$ cat config.mk
export PLATFORM = sky130hd
export DESIGN_NAME = identify_capability_words
export DESIGN_NICKNAME = d
export VERILOG_FILES = /design/src/rtl/identify_words_pkg.sv /design/src/rtl/identify_capability_words.sv
export SDC_FILE = /design/constraint.sdc
export NUM_CORES = 1
export LEC_CHECK = 0
export BUFFER_PORTS_ARGS = -buffer_cell sky130_fd_sc_hd__buf_2
export CAP_MARGIN = 15
export CORE_ASPECT_RATIO = 0.75
export CORE_MARGIN = 5
export CORE_UTILIZATION = 55
export CTS_CLUSTER_DIAMETER = 40
export DETAILED_ROUTE_END_ITERATION = 8
export PLACE_DENSITY = 0.83
export SLEW_MARGIN = 0
export SYNTH_ARGS = -nofsm -noshare
export SYNTH_HDL_FRONTEND = slang
export SYNTH_SLANG_ARGS = --single-unit
$ cat constraint.sdc
create_clock -name i_clock -period 3.4 [get_ports i_clock]
set_clock_uncertainty 0.05 [all_clocks]
set_input_delay 0.68 -clock i_clock [delete_from_list [all_inputs] [get_ports i_clock]]
set_output_delay 0.68 -clock i_clock [all_outputs]
set_load 0.1 [all_outputs]
$ cat src/rtl/identify_words_pkg.sv
package identify_words_pkg;

    // word indices inside the identification block
    localparam logic [7:0] OFS_FEAT_SUP_A   = 8'h52;
    localparam logic [7:0] OFS_FEAT_SUP_B   = 8'h53;
    localparam logic [7:0] OFS_FEAT_SUP_C   = 8'h54;
    localparam logic [7:0] OFS_FEAT_EN_A    = 8'h55;
    localparam logic [7:0] OFS_FEAT_EN_B    = 8'h56;
    localparam logic [7:0] OFS_FEAT_EN_C    = 8'h57;
    localparam logic [7:0] OFS_UDMA_MODES   = 8'h58;
    localparam logic [7:0] OFS_POWER_REQ    = 8'h A0;
    localparam logic [7:0] OFS_ADV_TIMING   = 8'hA3;

    // fixed ones of the feature words (bit 14 valid marker, fixed command support)
    localparam logic [15:0] FEAT_A_FIXED_ONE = 16'h7008;
    localparam logic [15:0] FEAT_B_FIXED_ONE = 16'h4004;
    localparam logic [15:0] FEAT_C_FIXED_ONE = 16'h4000;
    localparam logic [15:0] EN_B_FIXED_ONE   = 16'h0004;
    localparam logic [15:0] EN_C_FIXED_ONE   = 16'h4000;

    // variable bit positions of the feature words
    localparam int BIT_SMART     = 0;
    localparam int BIT_SECURITY  = 1;
    localparam int BIT_WCACHE    = 5;
    localparam int BIT_LOOKAHEAD = 6;
    localparam int BIT_APM       = 3;

    // indices into the feature enable vector
    localparam int FE_SMART     = 0;
    localparam int FE_SECURITY  = 1;
    localparam int FE_WCACHE    = 2;
    localparam int FE_LOOKAHEAD = 3;
    localparam int FE_APM       = 4;
    localparam int FE_L1_OFF    = 5;
    localparam int FE_COUNT     = 6;

    // ultra dma word layout
    localparam int UDMA_SEL_LSB = 8;
    localparam int UDMA_SUP_LSB = 0;
    localparam int UDMA_MODES   = 7;

    // power requirement word layout
    localparam int PWR_VALID_BIT = 15;
    localparam int PWR_RSVD_BIT  = 14;
    localparam int PWR_NO_L1_BIT = 13;
    localparam int PWR_L1_OFF_BIT = 12;
    localparam int PWR_CUR_LSB   = 0;
    localparam int PWR_CUR_W     = 12;

    // advanced timing word layout
    localparam int ADV_PIO_SUP_LSB  = 0;
    localparam int ADV_MDMA_SUP_LSB = 3;
    localparam int ADV_PIO_SEL_LSB  = 6;
    localparam int ADV_MDMA_SEL_LSB = 9;
    localparam int ADV_FIELD_W      = 3;
    localparam logic [2:0] ADV_PIO_BASE  = 3'h5;
    localparam logic [2:0] ADV_MDMA_BASE = 3'h3;

    // reset values of the held state
    localparam logic [2:0]  MODE_RST    = 3'h0;
    localparam logic [5:0]  FEAT_EN_RST = 6'h00;
    localparam logic [15:0] DATA_RST    = 16'h0000;

    // kind of transfer mode carried by a mode selection
    typedef enum logic [1:0] {
        XFER_PIO,
        XFER_MDMA,
        XFER_UDMA
    } xfer_kind_t;

    // which dma family is currently selected
    typedef enum logic [1:0] {
        DMA_NONE,
        DMA_MULTI,
        DMA_ULTRA
    } dma_sel_t;

endpackage

$ cat src/rtl/identify_capability_words.sv
// Behaviour
// - words 83 and 84 drive bit 14 one and bit 15 zero.
// - word 83 bits 5-13 and word 84 bits 0-13 carry no feature meaning.
// - word 82 bits 2,4,7,8,9,10 read zero.
// - word 82 bits 3,12,13,14 read one.
// - word 83 bits 0,1,4 zero, bit 2 one, bit 3 shows apm support.
// - word 87 bit 14 one, bit 15 zero; rest of 86/87 reserved.
// - word 85 bit 0 shows smart enable, host changeable, kept across power.
// - word 85 fixed bits match those of word 82.
// - word 86 bits 0,1,4 zero, bit 2 one, bit 3 apm enabled.
// - at most one dma mode selected; ultra and multiword exclude each other.
// - ultra dma word reads zero outside fixed-disk mode or without support.
// - ultra dma word bits 14-8 flag the selected mode, one hot.
// - ultra dma support bits 6-0 are cumulative downwards.
// - power word bit 15 marks valid description, bit 14 reads zero.
// - power word bits 13,12 level-one absent/disabled, bits 11-0 current mA.
// - timing word bits 2-0 code highest pio: 0 legacy, 1 mode5, 2 mode6.
// - timing word bits 5-3 code highest mdma: 0 legacy, 1 mode3, 2 mode4.
// - timing word bits 8-6 code selected pio mode alike.
// - timing word bits 11-9 code selected mdma mode; bits 15-12 reserved.
// - words are delivered as part of the identification data.
`timescale 1ns/10ps
`default_nettype none

module identify_capability_words #(
    parameter logic [5:0]  FEATURE_SUPPORT = 6'h3F,
    parameter logic        UDMA_SUPPORTED  = 1'b1,
    parameter logic [2:0]  MAX_UDMA_MODE   = 3'h4,
    parameter logic [2:0]  MAX_PIO_MODE    = 3'h6,
    parameter logic [2:0]  MAX_MDMA_MODE   = 3'h4,
    parameter logic        POWER_DESC_OK   = 1'b1,
    parameter logic        HAS_LEVEL_ONE   = 1'b1,
    parameter logic [11:0] MAX_CURRENT_MA  = 12'h064
) (
    // clock and reset
    input  wire logic                           i_clock,
    input  wire logic                           i_rst_n,
    // identification word read port
    input  wire logic                           i_word_rd,
    input  wire logic [7:0]                     i_word_index,
    output logic      [15:0]                    o_word_data,
    output logic                                o_word_valid,
    output logic                                o_word_mapped,
    // interface mode
    input  wire logic                           i_true_ide,
    // feature enable events from command execution
    input  wire logic [5:0]                     i_feat_set,
    input  wire logic [5:0]                     i_feat_clr,
    // nonvolatile smart enable, loaded after reset and saved back
    input  wire logic                           i_smart_saved,
    output logic                                o_smart_enabled,
    // transfer mode selection from set-features
    input  wire logic                           i_mode_sel,
    input  wire identify_words_pkg::xfer_kind_t i_mode_kind,
    input  wire logic [2:0]                     i_mode_num,
    output logic                                o_mode_reject
);

    typedef struct packed {
        logic [15:0]                  rdata;
        logic                         rvalid;
        logic                         rhit;
        logic [5:0]                   feat_en;
        logic                         smart_load;
        logic [2:0]                   pio_mode;
        logic [2:0]                   mdma_mode;
        logic [2:0]                   udma_mode;
        identify_words_pkg::dma_sel_t dma_sel;
        logic                         mode_rej;
    } state_t;

    state_t state_ff;
    state_t nxt_state;

    ////////////////////////////////////////////////////////////////////////
    // helpers

    // advanced mode code: 0 defers to the legacy word, then 1, 2 per mode
    function automatic logic [2:0] adv_code(input logic [2:0] mode, input logic [2:0] base);
        logic [2:0] code;
        code = 3'h0;
        if (mode >= base) begin
            code = 3'(mode - base + 3'h1);
        end
        return code;
    endfunction

    // cumulative support mask: modes 0..max all set
    function automatic logic [6:0] support_mask(input logic [2:0] max_mode);
        logic [6:0] mask;
        mask = 7'h00;
        for (int i = 0; i < identify_words_pkg::UDMA_MODES; i++) begin
            if (3'(i) <= max_mode) begin
                mask[i] = 1'b1;
            end
        end
        return mask;
    endfunction

    ////////////////////////////////////////////////////////////////////////
    // word images

    logic [15:0] w_sup_a;
    logic [15:0] w_sup_b;
    logic [15:0] w_sup_c;
    logic [15:0] w_en_a;
    logic [15:0] w_en_b;
    logic [15:0] w_en_c;
    logic [15:0] w_udma;
    logic [15:0] w_power;
    logic [15:0] w_timing;
    logic [5:0]  feat_live;

    // an enable only counts in the word images where the product supports the feature
    assign feat_live = state_ff.feat_en & FEATURE_SUPPORT;

    // supported word a: fixed ones, product support bits, zeros elsewhere
    always_comb begin
        w_sup_a = identify_words_pkg::FEAT_A_FIXED_ONE;
        w_sup_a[identify_words_pkg::BIT_SMART]     = FEATURE_SUPPORT[identify_words_pkg::FE_SMART];
        w_sup_a[identify_words_pkg::BIT_SECURITY]  = FEATURE_SUPPORT[identify_words_pkg::FE_SECURITY];
        w_sup_a[identify_words_pkg::BIT_WCACHE]    = FEATURE_SUPPORT[identify_words_pkg::FE_WCACHE];
        w_sup_a[identify_words_pkg::BIT_LOOKAHEAD] = FEATURE_SUPPORT[identify_words_pkg::FE_LOOKAHEAD];
    end

    // supported words b and c
    always_comb begin
        w_sup_b = identify_words_pkg::FEAT_B_FIXED_ONE;
        w_sup_b[identify_words_pkg::BIT_APM] = FEATURE_SUPPORT[identify_words_pkg::FE_APM];
        w_sup_c = identify_words_pkg::FEAT_C_FIXED_ONE;
    end

    // enabled words mirror the supported ones with live enables, but word b leaves bit 14 zero
    always_comb begin
        w_en_a = identify_words_pkg::FEAT_A_FIXED_ONE;
        w_en_a[identify_words_pkg::BIT_SMART]     = feat_live[identify_words_pkg::FE_SMART];
        w_en_a[identify_words_pkg::BIT_SECURITY]  = feat_live[identify_words_pkg::FE_SECURITY];
        w_en_a[identify_words_pkg::BIT_WCACHE]    = feat_live[identify_words_pkg::FE_WCACHE];
        w_en_a[identify_words_pkg::BIT_LOOKAHEAD] = feat_live[identify_words_pkg::FE_LOOKAHEAD];
        w_en_b = identify_words_pkg::EN_B_FIXED_ONE;
        w_en_b[identify_words_pkg::BIT_APM] = feat_live[identify_words_pkg::FE_APM];
        w_en_c = identify_words_pkg::EN_C_FIXED_ONE;
    end

    // ultra dma word
    always_comb begin
        w_udma = 16'h0000;
        if (i_true_ide && UDMA_SUPPORTED) begin
            w_udma[identify_words_pkg::UDMA_SUP_LSB +: 7] = support_mask(MAX_UDMA_MODE);
            if (state_ff.dma_sel == identify_words_pkg::DMA_ULTRA) begin
                w_udma[identify_words_pkg::UDMA_SEL_LSB +: 7] = 7'(7'h01 << state_ff.udma_mode);
            end
        end
    end

    // power requirement word, built from product constants and the live level-one disable enable
    always_comb begin
        w_power = 16'h0000;
        w_power[identify_words_pkg::PWR_VALID_BIT] = POWER_DESC_OK;
        w_power[identify_words_pkg::PWR_RSVD_BIT]  = 1'b0;
        w_power[identify_words_pkg::PWR_NO_L1_BIT]  = ~HAS_LEVEL_ONE;
        w_power[identify_words_pkg::PWR_L1_OFF_BIT] = HAS_LEVEL_ONE & feat_live[identify_words_pkg::FE_L1_OFF];
        w_power[identify_words_pkg::PWR_CUR_LSB +: identify_words_pkg::PWR_CUR_W] = MAX_CURRENT_MA;
    end

    // advanced timing word; upper nibble stays zero
    always_comb begin
        w_timing = 16'h0000;
        w_timing[identify_words_pkg::ADV_PIO_SUP_LSB +: identify_words_pkg::ADV_FIELD_W] =
            adv_code(MAX_PIO_MODE, identify_words_pkg::ADV_PIO_BASE);
        w_timing[identify_words_pkg::ADV_MDMA_SUP_LSB +: identify_words_pkg::ADV_FIELD_W] =
            adv_code(MAX_MDMA_MODE, identify_words_pkg::ADV_MDMA_BASE);
        w_timing[identify_words_pkg::ADV_PIO_SEL_LSB +: identify_words_pkg::ADV_FIELD_W] =
            adv_code(state_ff.pio_mode, identify_words_pkg::ADV_PIO_BASE);
        // selected mdma code, only while multiword is the dma family
        if (state_ff.dma_sel == identify_words_pkg::DMA_MULTI) begin
            w_timing[identify_words_pkg::ADV_MDMA_SEL_LSB +: identify_words_pkg::ADV_FIELD_W] =
                adv_code(state_ff.mdma_mode, identify_words_pkg::ADV_MDMA_BASE);
        end
    end

    ////////////////////////////////////////////////////////////////////////
    // next state

    logic mode_ok;

    // a selection beyond what the product offers is refused, state kept
    always_comb begin
        mode_ok = 1'b0;
        unique case (i_mode_kind)
            identify_words_pkg::XFER_PIO:  mode_ok = (i_mode_num <= MAX_PIO_MODE);
            identify_words_pkg::XFER_MDMA: mode_ok = (i_mode_num <= MAX_MDMA_MODE);
            identify_words_pkg::XFER_UDMA: mode_ok = UDMA_SUPPORTED && i_true_ide && (i_mode_num <= MAX_UDMA_MODE);
            default:                       mode_ok = 1'b0;
        endcase
    end

    always_comb begin
        nxt_state          = state_ff;
        nxt_state.rvalid   = 1'b0;
        nxt_state.mode_rej = 1'b0;

        // set wins over a clear in the same cycle
        nxt_state.feat_en = (state_ff.feat_en & ~i_feat_clr) | i_feat_set;

        // smart enable restored from saved copy, not a default
        nxt_state.smart_load = 1'b0;
        if (state_ff.smart_load) begin
            nxt_state.feat_en[identify_words_pkg::FE_SMART] = i_smart_saved | i_feat_set[identify_words_pkg::FE_SMART];
        end

        // one dma family at a time
        if (i_mode_sel) begin
            if (!mode_ok) begin
                nxt_state.mode_rej = 1'b1;
            end else begin
                unique case (i_mode_kind)
                    identify_words_pkg::XFER_PIO: begin
                        nxt_state.pio_mode = i_mode_num;
                    end
                    identify_words_pkg::XFER_MDMA: begin
                        nxt_state.mdma_mode = i_mode_num;
                        nxt_state.dma_sel   = identify_words_pkg::DMA_MULTI;
                    end
                    identify_words_pkg::XFER_UDMA: begin
                        nxt_state.udma_mode = i_mode_num;
                        nxt_state.dma_sel   = identify_words_pkg::DMA_ULTRA;
                    end
                    default: begin
                        nxt_state.mode_rej = 1'b1;
                    end
                endcase
            end
        end

        // word delivered on an identification read
        if (i_word_rd) begin
            nxt_state.rvalid = 1'b1;
            nxt_state.rhit   = 1'b1;
            // feature words never read all zeros or all ones
            // unmapped and reserved positions read zero
            unique case (i_word_index)
                identify_words_pkg::OFS_FEAT_SUP_A: nxt_state.rdata = w_sup_a;
                identify_words_pkg::OFS_FEAT_SUP_B: nxt_state.rdata = w_sup_b;
                identify_words_pkg::OFS_FEAT_SUP_C: nxt_state.rdata = w_sup_c;
                identify_words_pkg::OFS_FEAT_EN_A:  nxt_state.rdata = w_en_a;
                identify_words_pkg::OFS_FEAT_EN_B:  nxt_state.rdata = w_en_b;
                identify_words_pkg::OFS_FEAT_EN_C:  nxt_state.rdata = w_en_c;
                identify_words_pkg::OFS_UDMA_MODES: nxt_state.rdata = w_udma;
                identify_words_pkg::OFS_POWER_REQ:  nxt_state.rdata = w_power;
                identify_words_pkg::OFS_ADV_TIMING: nxt_state.rdata = w_timing;
                default: begin
                    nxt_state.rdata = identify_words_pkg::DATA_RST;
                    nxt_state.rhit  = 1'b0;
                end
            endcase
        end
    end

    ////////////////////////////////////////////////////////////////////////
    // state register

    // reset loads constants only; the saved smart bit is taken one edge later
    always_ff @(posedge i_clock) begin
        if (!i_rst_n) begin
            state_ff.rdata      <= identify_words_pkg::DATA_RST;
            state_ff.rvalid     <= 1'b0;
            state_ff.rhit       <= 1'b0;
            state_ff.feat_en    <= identify_words_pkg::FEAT_EN_RST;
            state_ff.smart_load <= 1'b1;
            state_ff.pio_mode   <= identify_words_pkg::MODE_RST;
            state_ff.mdma_mode  <= identify_words_pkg::MODE_RST;
            state_ff.udma_mode  <= identify_words_pkg::MODE_RST;
            state_ff.dma_sel    <= identify_words_pkg::DMA_NONE;
            state_ff.mode_rej   <= 1'b0;
        end else begin
            state_ff <= nxt_state;
        end
    end

    ////////////////////////////////////////////////////////////////////////
    // outputs

    assign o_word_data     = state_ff.rdata;
    assign o_word_valid    = state_ff.rvalid;
    assign o_word_mapped   = state_ff.rhit;
    assign o_smart_enabled = state_ff.feat_en[identify_words_pkg::FE_SMART];
    assign o_mode_reject   = state_ff.mode_rej;

endmodule

`default_nettype wire

# Word-level counts from Yosys, hierarchy flattened
# Cells that the tools add are included.
# W data, S select, Z words.
[word_totals]
register_bits = 37
inputBits = 31
output_inout_bits = 20
elab_cells = 67
[op_classes]
add_sub_neg = 4
order_cmp = 4
n_eq_ne = 13
n_shift = 1
n_mux = 20
bitwise_logic = 4
reduce_logical = 11
[ops]
columns = ["op", "n"]
rows = [
  ["$pmux W16 S8", 1],
  ["$eq A8 B7 Y1 const B", 7],
  ["$mux W3", 6],
  ["$eq A8 B8 Y1 const B", 2],
  ["$mux W7", 2],
  ["$mux W13", 1],
  ["$mux W12", 1],
  ["$reduce_and A3 Y1", 4],
  ["$mux W11", 1],
  ["$reduce_or A9 Y1", 1],
  ["$shl A1 B3 Y7 const A", 1],
  ["$add A3 B1 Y3 const B", 2],
  ["$and A6 B6 Y6", 1],
  ["$le A3 B3 Y1 const B", 2],
  ["$not A6 Y6", 1],
  ["$or A6 B6 Y6", 1],
  ["$mux W5", 1],
  ["$eq A2 B1 Y1 const B", 2],
  ["$eq A2 B2 Y1 const B", 2],
  ["$mux W1", 4],
  ["$pmux W2 S2", 1],
  ["$ge A3 B2 Y1 const B", 1],
  ["$ge A3 B3 Y1 const B", 1],
  ["$pmux W1 S3", 1],
  ["other kinds (10)", 10],
]

# Depth between registers and ports, before layout
# Gate-level depths: netlist (run 1).
[logic_depth]
depth_word = 6
depth_mapped = 6
depth_no_buf = 6

# Least setup slack after synthesis (run 1)
# Ideal clock, no wire load.
[synth_path]
path_type = "input to register"
startpoint = "input i_word_index[0]"
endpoint = "register state_ff (netlist bit o_word_data[14])"
setup_ns = 0.060
t_arrival_ns = 1.833
t_required_ns = 3.290
path_slack_ns = 1.457
stages = 4
path_buffers = 0
path_cell_list = "or3b_4 or4b_1 o31ai_1 a32o_2"
[synth_between]
elab_chain_cells = 3
elab_cells_between_ends = 11
classes_between = "eq/ne: 9; mux: 1; reduce/logical: 1"
[synth_lines]
columns = ["item", "line", "rtl"]
rows = [
  ["start: declaration", "identify_capability_words.sv:40", "input wire logic [7:0] i_word_index,"],
  ["$eq A8 B7 Y1", "identify_capability_words.sv:242", "unique case (i_word_index)"],
  ["$reduce_or A2 Y1 (no source line)", "--", ""],
  ["$pmux W16 S8 *", "identify_capability_words.sv:242", ""],
  ["end signal: assignment", "identify_capability_words.sv:277", "state_ff <= nxt_state;"],
  ["end: declaration", "identify_capability_words.sv:72", "state_t state_ff;"],
]
# Every way passes the cells marked *; elsewhere a longest branch is shown, timed or not.
# A chain may end at the register's enable or synchronous reset.

==> key figures, run 1 <==
Outcome
  – Status: completed

Floorplanning
  – Die Y: 61.7 um
  – Die ar.: 4870 um^2
  – Initial cell density of the core: 58.4%
  – Core Region: 3360 um^2
  – Die width: 78.9 um
  – I/O Pins: 51
  – Site Rows: 18

Route
  – Residual DRC: 0
  – Final Routed Wirelength: 4440 um
  – Vias per cell: 5.76
  – Initial drt markers: 155
  – WL/cell: 14.7 um
  – DRT Pass-1 Iters: 4
  – Remaining antenna violation count: 0
  – Via count: 1734

Clock network
  – Postcts setup bufs: 0
  – Clock latency at the later pin of the worst-skew pair: 280 ps
  – CTS H-tree lvls: 2
  – Clock root buffer: clkbuf_8
  – Worst-path clk slew: 70 ps
  – CTS Hold Buffers Added: 0
  – CTS Buf Count: 5
  – TritonCTS Sinks: 37
  – CTS tree: yes
  – CTS resizes: 0
  – Clk buf depth: 2

Power and ir drop
  – Psw: 0.229 mW
  – Max IR drop VDD: 0.000260 V
  – Seq pwr share: 51.7%
  – Sw Share: 26.3%
  – Clock power frac: 34.6%
  – Total power: 0.872 mW
  – Leakage: 0.968 nW
  – Power per cell area: 399 nW/um^2
  – Comb pwr share: 13.7%
  – Int Pwr: 0.643 mW

STA
  – RSZ-0062 raised after global routing: false
  – Slew HR: 42.0%
  – Slew Viols, Final: 0
  – Fmax: 499 MHz
  – Final min period: 2000 ps
  – Setup TNS: 0 ps
  – Fin. Hold Viols: 0
  – Hold_ws: 401 ps
  – Worst Max-Slew Pin Slew: 867 ps
  – Ratio of final minimum period to clock period: 58.9%
  – Endpoints failing setup: 0

Final layout
  – Most frequent cells in the layout: buf_2 (50), dfxtp_1 (37), nand2_1 (27)
  – Commonest non-fill, non-tap cell in the layout: buf_2
  – Layout cells sized above 1: 23.4%
  – N_diodes: 0
  – Final nets: 297
  – Area grow syn2layout: 11.4%

Worst setup path
  – WP data required: 3590 ps
  – Slowest-stage cell, CP: nor2_1
  – Crit-path cells: buf_2, inv_2, nor2_1, a22o_1, a21o_1
  – Worst path buffer plus inverter count: 2
  – Worst Setup Start Kind: input port
  – CP max stage delay: 690 ps
  – Crit-path leading delay family: simple AND/OR/NAND/NOR gates
  – Crit Path Max Fanout: 21
  – Worst setup EP type: register
  – CP Class: in2reg
  – Worst Path Arrival: 2190 ps

Synth
  – Post-Syn Area: 1960 um^2
  – Largest area contributor in the netlist: dfxtp_1
  – Syn nets: 267
  – Ys flop type: dfxtp_1
  – Yosys warnings: 0
  – Post-Synthesis Cells: 231
  – FFs w/ async S/R, synth: 0%
  – Seq cells post-synth: 37
  – Register area share after synthesis: 37.8%
  – Number of synthesized flops with an enable pin: 0
  – Synthesized area per cell: 8.48 um^2
  – Area contributors post-synth: dfxtp_1 (38%), buf_4 (6.1%), mux2i_1 (5.6%), nand2_1 (5.2%), ha_1 (3.2%)
  – Top cell type's share of synthesized area: 37.8%
  – Distinct cells, synth: 52

Job
  – Max_cap viols: 0

Placed design
  – Placer congestion estimate: 0.896
  – I/O Buffers: 50
  – DP HPWL: 3340 um

GRT
  – Initial antenna violation count: 0
  – GRT overflow: 0
  – Vias in the first global route: 1597
  – Largest net degree at the start of global routing: 22
  – Global-route wire length before repair: 7390 um
  – Gr usage total: 19.7%

Worst hold path
  – Min-Delay Path Class: reg2reg
-- power groups by stage --
stage	registers [mW]	clock network [mW]	logic, mW
floorplan	0.480	0	0.0604
global placement	0.460	0	0.116
detailed placement	0.460	0	0.118
CTS	0.451	0.308	0.118
global route	0.452	0.333	0.131
finish	0.451	0.301	0.120
-- area by class of cell --
cell class | instances | area (um^2)
fillers | 277 | 1170
multi-input cells | 150 | 992
flip-flops and latches | 37 | 741
repair buffers | 50 | 250
clock buffers | 7 | 86.3
inverters | 17 | 63.8
well taps | 40 | 50.0
-- Yosys cell counts (3+ instances only) --
cell,count
buf_4,16
inv_1,16
a32oi_1,3
nor2_1,13
a31oi_1,3
o21ai_0,5
nand4bb_1,3
a21o_1,5
clkbuf_1,9
ha_1,5
nor3_1,6
nand2_1,27
dfxtp_1,37
o31ai_1,3
a22o_1,3
a21oi_1,12
nand3_1,4
o21ai_1,5
mux2i_1,11
nand2b_1,3
-- logic make-up after synthesis --
| kind of cell | synth area share, % |
|---|---|
| AO/OA/AOI/OAI | 20.3 |
| adder cells (fa/ha/maj) | 3.19 |
| buffers and inverters | 11.6 |
| flip-flops | 37.8 |
| multiplexers | 5.62 |
| AND/OR/NAND/NOR | 21.5 |
-- worst register-to-register path, delay by kind of cell, from the launching register on --
kind	cells	cell delay, ps
flip-flops	1	440
AO/OA/AOI/OAI	2	280
AND/OR/NAND/NOR	2	670
-- path summary, 6_finish.rpt --
path / to / from / cells after the start / slack, ps
worst min register to register: o_word_data[4] / o_word_data[4] / 1 / 400
worst max-delay path: o_word_data[11] / i_rst_n / 5 / 1400
worst min-delay path: o_word_data[4] / o_word_data[4] / 1 / 400
worst max register to register: o_word_data[14] / state_ff[5] / 4 / 1910
-- metrics by stage --
stage | instances | instance area (um^2) | worst slack, ps | util [%]
floorplan | 231 | 1960 | 1460 | -
finish | 301 | 2180 | 1400 | 65.1
detailed placement | 294 | 2100 | 1130 | 62.5
CTS | 301 | 2180 | 1430 | 65.1
global placement | 294 | 2100 | 1090 | 62.5
global route | 301 | 2180 | 1190 | 65.1
-- flip-flops by register name, summed over array words and instances (netlist names) --
| name | count |
|---|---|
| feat_live | 6 |
| o_mode_reject | 1 |
| o_word_data | 16 |
| o_word_mapped | 1 |
| o_word_valid | 1 |
| state_ff | 12 |
-- metal layers --
metal	routed length (um)	up-vias	GRT usage [%]	part of all wire [%]
met3	318	8	5.62	7.2
met2	1960	52	30.8	44
met5	0	-	0	0
met1	2100	806	26.8	47
li1	-	868	-	-
met4	58	0	6.62	1.3
Note: power is estimated with default switching activity, not from simulation.
==> run 2: changes to the inputs <==
--- a/config.mk
+++ b/config.mk
@@ -9,10 +9,10 @@
 export CAP_MARGIN = 15
 export CORE_ASPECT_RATIO = 0.75
 export CORE_MARGIN = 5
-export CORE_UTILIZATION = 55
+export CORE_UTILIZATION = 47
 export CTS_CLUSTER_DIAMETER = 40
 export DETAILED_ROUTE_END_ITERATION = 8
-export PLACE_DENSITY = 0.83
+export PLACE_DENSITY = 0.75
 export SLEW_MARGIN = 0
 export SYNTH_ARGS = -nofsm -noshare
 export SYNTH_HDL_FRONTEND = slang
==> constraint.sdc (replaced) <==
create_clock -name i_clock -period 1.71 [get_ports i_clock]
set_clock_uncertainty 0.05 [all_clocks]
set_input_delay 0.342 -clock i_clock [delete_from_list [all_inputs] [get_ports i_clock]]
set_output_delay 0.342 -clock i_clock [all_outputs]
set_load 0.1 [all_outputs]
==> run 2 against run 1 <==
Net effect: clock-buffer cell count unchanged; setup slack worse by 1300 ps; largest cell class unchanged; cell count increased by 14%; hold slack got worse by 200 ps; largest power group unchanged; non-clock buffer count increased by 27.
==> key figures, run 2 (synthesis gave the netlist of run 1 again) <==
STA
  – Slew HR: 61.4% (was 42.0%)
  – Slew Viols, Final: 0 (unchanged)
  – Ratio of final minimum period to clock period: 94.1%
  – Fin. Hold Viols: 0 (unchanged)
  – RSZ-0062 raised after global routing: false (unchanged)
  – Final min period: 1610 ps
  – Hold_ws: 199 ps (was 401 ps)
  – Worst Max-Slew Pin Slew: 576 ps (was 867 ps)
  – Final WS setup: 100 ps (was 1400 ps)
  – Fmax: 621 MHz
  – Endpoints failing setup: 0 (unchanged)

Worst setup path
  – Worst Setup SP: i_mode_kind[1] (was i_rst_n)
  – WP data required: 1870 ps (was 3590 ps)
  – Crit-path leading delay family: simple AND/OR/NAND/NOR gates (unchanged)
  – R2r startpoint: state_ff[5] (unchanged)
  – Worst reg2reg endpoint: o_word_data[14] (unchanged)
  – R2R Setup Slk: 190 ps (was 1910 ps)
  – Slowest-stage cell, CP: nor3_1 (was nor2_1)
  – Worst setup EP type: register (unchanged)
  – R2R depth: 4 (unchanged)
  – Worst Setup Start Kind: input port (unchanged)
  – Worst Path Arrival: 1770 ps (was 2190 ps)
  – Crit Path Max Fanout: 5 (was 21)
  – CP max stage delay: 440 ps (was 690 ps)
  – Worst path buffer plus inverter count: 3 (was 2)
  – Crit-path cells: buf_2, inv_1, ha_1, a21o_1, a22oi_1, buf_4, nor3_1, mux2i_1 (was buf_2, inv_2, nor2_1, a22o_1, a21o_1)
  – CP Class: in2reg (unchanged)

Clock network
  – CTS H-tree lvls: 2 (unchanged)
  – Clock latency at the later pin of the worst-skew pair: 290 ps (was 280 ps)
  – CTS tree: yes (unchanged)
  – Postcts setup bufs: 0 (unchanged)
  – Clk buf depth: 2 (unchanged)
  – CTS Hold Buffers Added: 0 (unchanged)
  – TritonCTS Sinks: 37 (unchanged)
  – CTS Buf Count: 5 (unchanged)
  – Clock root buffer: clkbuf_8 (unchanged)
  – Worst-path clk slew: 70 ps (about the same)
  – CTS resizes: 0 (unchanged)

Final layout
  – N_diodes: 0 (unchanged)
  – Most frequent cells in the layout: buf_2 (50), dfxtp_1 (37), nand2_1 (27), buf_4 (27), inv_1 (16) (was buf_2 (50), dfxtp_1 (37), nand2_1 (27))
  – Commonest non-fill, non-tap cell in the layout: buf_2 (unchanged)
  – Filler Cell Count: 368 (was 277)
  – Final Util: 60.2% (was 65.1%)
  – Max FFs per register: 16 (unchanged)
  – Final nets: 324 (was 297)
  – Area grow syn2layout: 23.8% (was 11.4%)
  – Post-Layout Cell Count: 344 (was 301)
  – Layout cells sized above 1: 31.5% (was 23.4%)

Route
  – Residual DRC: 0 (unchanged)
  – Vias per cell: 5.39 (was 5.76)
  – Remaining antenna violation count: 0 (unchanged)
  – Via count: 1855 (was 1734)
  – WL/cell: 13.9 um (was 14.7 um)
  – Initial drt markers: 157 (was 155)
  – Final Routed Wirelength: 4790 um (was 4440 um)
  – DRT Pass-1 Iters: 4 (unchanged)

Power and ir drop
  – Max IR drop VDD: 0.000483 V (was 0.000260 V)
  – Seq pwr share: 48.5% (was 51.7%)
  – Leakage: 1.11 nW (was 0.968 nW)
  – Psw: 0.491 mW (was 0.229 mW)
  – Int Pwr: 1.36 mW (was 0.643 mW)
  – Sw Share: 26.6% (was 26.3%)
  – Clock power frac: 36.3% (was 34.6%)
  – Comb pwr share: 15.3% (was 13.7%)
  – Power per cell area: 761 nW/um^2 (was 399 nW/um^2)

Placed design
  – I/O Buffers: 50 (unchanged)
  – DP HPWL: 3790 um (was 3340 um)
  – Placer congestion estimate: 0.889 (was 0.896)
  – Dpl cells: 336 (was 294)
  – DP Worst Slack: -216 ps (was 1130 ps)

GRT
  – Vias in the first global route: 1736 (was 1597)
  – Gr usage total: 18.0% (was 19.7%)
  – GRT overflow: 0 (unchanged)
  – GRT busiest layer: met2 (unchanged)
  – M3 GR Usage: 4.61% (was 5.62%)
  – Met2 Use GR: 27.7% (was 30.8%)
  – Largest net degree at the start of global routing: 14 (was 22)
  – Global-route wire length before repair: 8060 um (was 7390 um)
  – Initial antenna violation count: 0 (unchanged)
  – Met1 Resource Use GR: 24.1% (was 26.8%)

Floorplanning
  – Die ar.: 5570 um^2 (was 4870 um^2)
  – Core Region: 4030 um^2 (was 3360 um^2)
  – Die Y: 65.9 um (was 61.7 um)
  – Initial cell density of the core: 48.6% (was 58.4%)
  – Site Rows: 20 (was 18)
  – I/O Pins: 51 (unchanged)
  – Die width: 84.6 um (was 78.9 um)

Worst hold path
  – Min-delay src: i_feat_set[3] (was o_word_data[4])
  – Min-Delay Path Class: in2reg (was reg2reg)
  – Hold Path Sink: feat_live[3] (was o_word_data[4])
  – Cell depth of the worst min-delay path: 3 (was 1)

Job
  – Max_cap viols: 0 (unchanged)

Outcome
  – Status: completed (unchanged)
## run 2: through the flow
step | TNS [ps] | total power, mW | area (um^2)
final | 0 | 1.85 | 2420
after CTS | 0 | 1.85 | 2420
after global placement | -966 | 1.19 | 2320
after floorplan | 0 | 1.08 | 1960
after global routing | 0 | 1.92 | 2420
after detailed placement | -1850 | 1.19 | 2320
## run 2: area by class of cell
cell class | count | area, um^2 | share of cell area (%)
clock inverter | 1 | 5.00 | 0.206
multi-input combinational | 150 | 997 | 41.1
tap | 55 | 68.8 | 2.84
timing repair buffer | 77 | 453 | 18.7
clock buffer | 7 | 96.3 | 3.97
inverter | 17 | 63.8 | 2.63
sequential | 37 | 741 | 30.5
## run 2: power by group through the flow
stage	Sequential (mW)	Combinational [mW]	Clock, mW
finish	0.895	0.282	0.670
global route	0.898	0.306	0.717
CTS	0.895	0.279	0.678
detailed placement	0.915	0.278	0
global placement	0.915	0.272	0
floorplan	0.955	0.120	0
## run 2: worst max path at each step
| stage | endpoint | slack [ps] | depth (start not counted) |
|---|---|---|---|
| 2_1_floorplan | o_word_mapped | 100 | 2 |
| 3_3_place_gp | state_ff[6] | -100 | 8 |
| 3_5_place_dp | state_ff[6] | -220 | 8 |
| 4_1_cts | state_ff[6] | 90 | 8 |
| 5_1_grt | state_ff[9] | 20 | 8 |
| 6_report | state_ff[5] | 100 | 8 |
## run 2: routing by layer
layer,share of wire [%],vias to the layer above
met1,48,856
met4,1.7,0
li1,-,926
met5,0,-
met3,7.0,9
met2,43,64
## run 2: worst reg2reg max path, delay by kind of cell (launching register included)
family | cells | cell delay (ps)
flip-flops | 1 | 420
AND/OR/NAND/NOR | 2 | 670
AO/OA/AOI/OAI | 2 | 330
==> run 3: changes to the inputs <==
--- a/config.mk
+++ b/config.mk
@@ -5,14 +5,15 @@
 export SDC_FILE = /design/constraint.sdc
 export NUM_CORES = 1
 export LEC_CHECK = 0
+export ABC_CLOCK_PERIOD_IN_PS = 1710
 export BUFFER_PORTS_ARGS = -buffer_cell sky130_fd_sc_hd__buf_2
 export CAP_MARGIN = 15
 export CORE_ASPECT_RATIO = 0.75
 export CORE_MARGIN = 5
-export CORE_UTILIZATION = 47
+export CORE_UTILIZATION = 40
 export CTS_CLUSTER_DIAMETER = 40
 export DETAILED_ROUTE_END_ITERATION = 8
-export PLACE_DENSITY = 0.75
+export PLACE_DENSITY = 0.66
 export SLEW_MARGIN = 0
 export SYNTH_ARGS = -nofsm -noshare
 export SYNTH_HDL_FRONTEND = slang
==> run 3 against run 2 <==
Net effect: utilization down 10 points; routed wire length grew 2.6%; hold slack gained 8.5 ps; setup slack improved by 21 ps; critical path type unchanged.
==> key figures, run 3 (synthesis gave the netlist of run 1 again) <==
Outcome
  – Status: completed (unchanged)

Route
  – Residual DRC: 0 (unchanged)
  – DRT Pass-1 Iters: 4 (unchanged)
  – Final Routed Wirelength: 4920 um (was 4790 um)
  – Initial drt markers: 74 (was 157)
  – WL/cell: 14.2 um (was 13.9 um)
  – Via count: 1811 (was 1855)
  – Remaining antenna violation count: 0 (unchanged)
  – Vias per cell: 5.22 (was 5.39)

GRT
  – GRT overflow: 0 (unchanged)
  – Initial antenna violation count: 0 (unchanged)
  – Largest net degree at the start of global routing: 18 (was 14)
  – Global-route wire length before repair: 8180 um (was 8060 um)
  – Gr usage total: 15.7% (was 18.0%)
  – Vias in the first global route: 1746 (was 1736)

Worst setup path
  – R2r startpoint: state_ff[5] (unchanged)
  – Slowest-stage cell, CP: nor3_1 (unchanged)
  – CP Class: in2reg (unchanged)
  – Crit Path Max Fanout: 5 (unchanged)
  – Worst setup EP type: register (unchanged)
  – CP max stage delay: 470 ps (was 440 ps)
  – R2R Setup Slk: 240 ps (was 190 ps)
  – Worst Setup Start Kind: input port (unchanged)
  – Worst reg2reg endpoint: o_word_data[14] (unchanged)
  – R2R depth: 4 (unchanged)
  – Worst Path Arrival: 1760 ps (was 1770 ps)
  – Worst Setup SP: i_mode_kind[0] (was i_mode_kind[1])
  – WP data required: 1880 ps (was 1870 ps)
  – Crit-path cells: buf_2, inv_1, ha_1, a21o_1, a22oi_1, buf_4, nor3_1, mux2i_1 (unchanged)

Clock network
  – Worst-path clk slew: 70 ps (about the same)
  – Clk buf depth: 2 (unchanged)
  – Postcts setup bufs: 0 (unchanged)
  – Clock latency at the later pin of the worst-skew pair: 290 ps (about the same)
  – CTS H-tree lvls: 2 (unchanged)
  – TritonCTS Sinks: 37 (unchanged)
  – CTS Buf Count: 5 (unchanged)
  – CTS Hold Buffers Added: 0 (unchanged)
  – CTS tree: yes (unchanged)
  – Clock root buffer: clkbuf_8 (unchanged)
  – CTS resizes: 0 (unchanged)

Final layout
  – Most frequent cells in the layout: buf_2 (50), dfxtp_1 (37), nand2_1 (27) (was buf_2 (50), dfxtp_1 (37), nand2_1 (27), buf_4 (27), inv_1 (16))
  – Filler Cell Count: 451 (was 368)
  – FF+latch area: 741 um^2 (unchanged)
  – Final nets: 323 (was 324)
  – N_diodes: 0 (unchanged)
  – Area grow syn2layout: 22.7% (was 23.8%)
  – Layout cells sized above 1: 30.3% (was 31.5%)
  – Final Cell Area: 2400 um^2 (was 2420 um^2)
  – Commonest non-fill, non-tap cell in the layout: buf_2 (unchanged)
  – Footprint of the multi-input gates: 992 um^2 (was 997 um^2)
  – Max FFs per register: 16 (unchanged)

STA
  – Worst Max-Slew Pin Slew: 557 ps (was 576 ps)
  – Final WS setup: 121 ps (was 100 ps)
  – Slew HR: 62.6% (was 61.4%)
  – Fin. Hold Viols: 0 (unchanged)
  – Final min period: 1590 ps (was 1610 ps)
  – Fmax: 629 MHz (was 621 MHz)
  – RSZ-0062 raised after global routing: false (unchanged)
  – Slew Viols, Final: 0 (unchanged)
  – Ratio of final minimum period to clock period: 92.9% (was 94.1%)
  – Endpoints failing setup: 0 (unchanged)

Floorplanning
  – Core Region: 4820 um^2 (was 4030 um^2)
  – I/O Pins: 51 (unchanged)
  – Die ar.: 6410 um^2 (was 5570 um^2)
  – Die Y: 70.6 um (was 65.9 um)
  – Initial cell density of the core: 40.7% (was 48.6%)
  – Die width: 90.8 um (was 84.6 um)
  – Site Rows: 22 (was 20)

Placed design
  – Placer congestion estimate: 0.875 (was 0.889)
  – Placed Area: 2320 um^2 (about the same)
  – DP Worst Slack: -133 ps (was -216 ps)
  – I/O Buffers: 50 (unchanged)
  – DP HPWL: 3890 um (was 3790 um)

Worst hold path
  – Min-Delay Path Class: in2reg (unchanged)
  – Cell depth of the worst min-delay path: 3 (unchanged)
  – Hold Path Sink: feat_live[5] (was feat_live[3])
  – Min-delay src: i_feat_set[5] (was i_feat_set[3])

Power and ir drop
  – Power per cell area: 745 nW/um^2 (was 761 nW/um^2)
  – Leakage: 1.09 nW (was 1.11 nW)
  – Max IR drop VDD: 0.000536 V (was 0.000483 V)

Job
  – Max_cap viols: 0 (unchanged)
==> run 3: cell type report <==
class | instances | share of cell area [%]
Inverter | 17 | 2.65
Tap cell | 60 | 3.12
Timing Repair Buffer | 76 | 18.5
Clock buffer | 7 | 3.59
Multi-Input combinational cell | 150 | 41.3
Sequential cell | 37 | 30.8
==> run 3: per-stage QoR <==
| step | instances | hold WS [ps] | util [%] | power [mW] | TNS [ps] |
|---|---|---|---|---|---|
| floorplan | 231 | 376 | - | 1.08 | 0 |
| global placement | 340 | 385 | 48.1 | 1.19 | -801 |
| detailed placement | 340 | 385 | 48.1 | 1.19 | -1100 |
| CTS | 347 | 202 | 49.9 | 1.80 | 0 |
| global route | 347 | 220 | 49.9 | 1.86 | 0 |
| finish | 347 | 207 | 49.9 | 1.79 | 0 |
==> run 3: where the power goes <==
| group | total, mW | internal, mW | switching (mW) |
|---|---|---|---|
| sequential | 0.896 | 0.883 | 0.0137 |
| combinational | 0.278 | 0.107 | 0.171 |
| clock | 0.616 | 0.320 | 0.296 |
==> run 3: worst max-delay path, delay by kind of cell <==
kind / cells / cell delay [ps]
mux: 1 / 240
fa+ha+maj: 1 / 170
compound gates: 2 / 200
buf+inv: 3 / 350
simple gates: 1 / 470
==> run 3: how the worst max path moves through the flow <==
stage                    end  slack (ps)  depth (start not counted)
5_1_grt          state_ff[3]          10                          8
3_5_place_dp     state_ff[8]        -130                          8
6_report         state_ff[6]         120                          8
4_1_cts          state_ff[7]         150                          8
3_3_place_gp     state_ff[7]        -100                          8
2_1_floorplan  o_word_mapped         100                          2
==> run 3: layer usage <==
metal | wire [um] | GRT usage (%) | vias up
met1 | 2550 | 22.0 | 831
li1 | - | - | 923
met4 | 51 | 5.05 | 0
met2 | 2040 | 23.2 | 49
met5 | 0 | 0 | -
met3 | 274 | 4.78 | 8
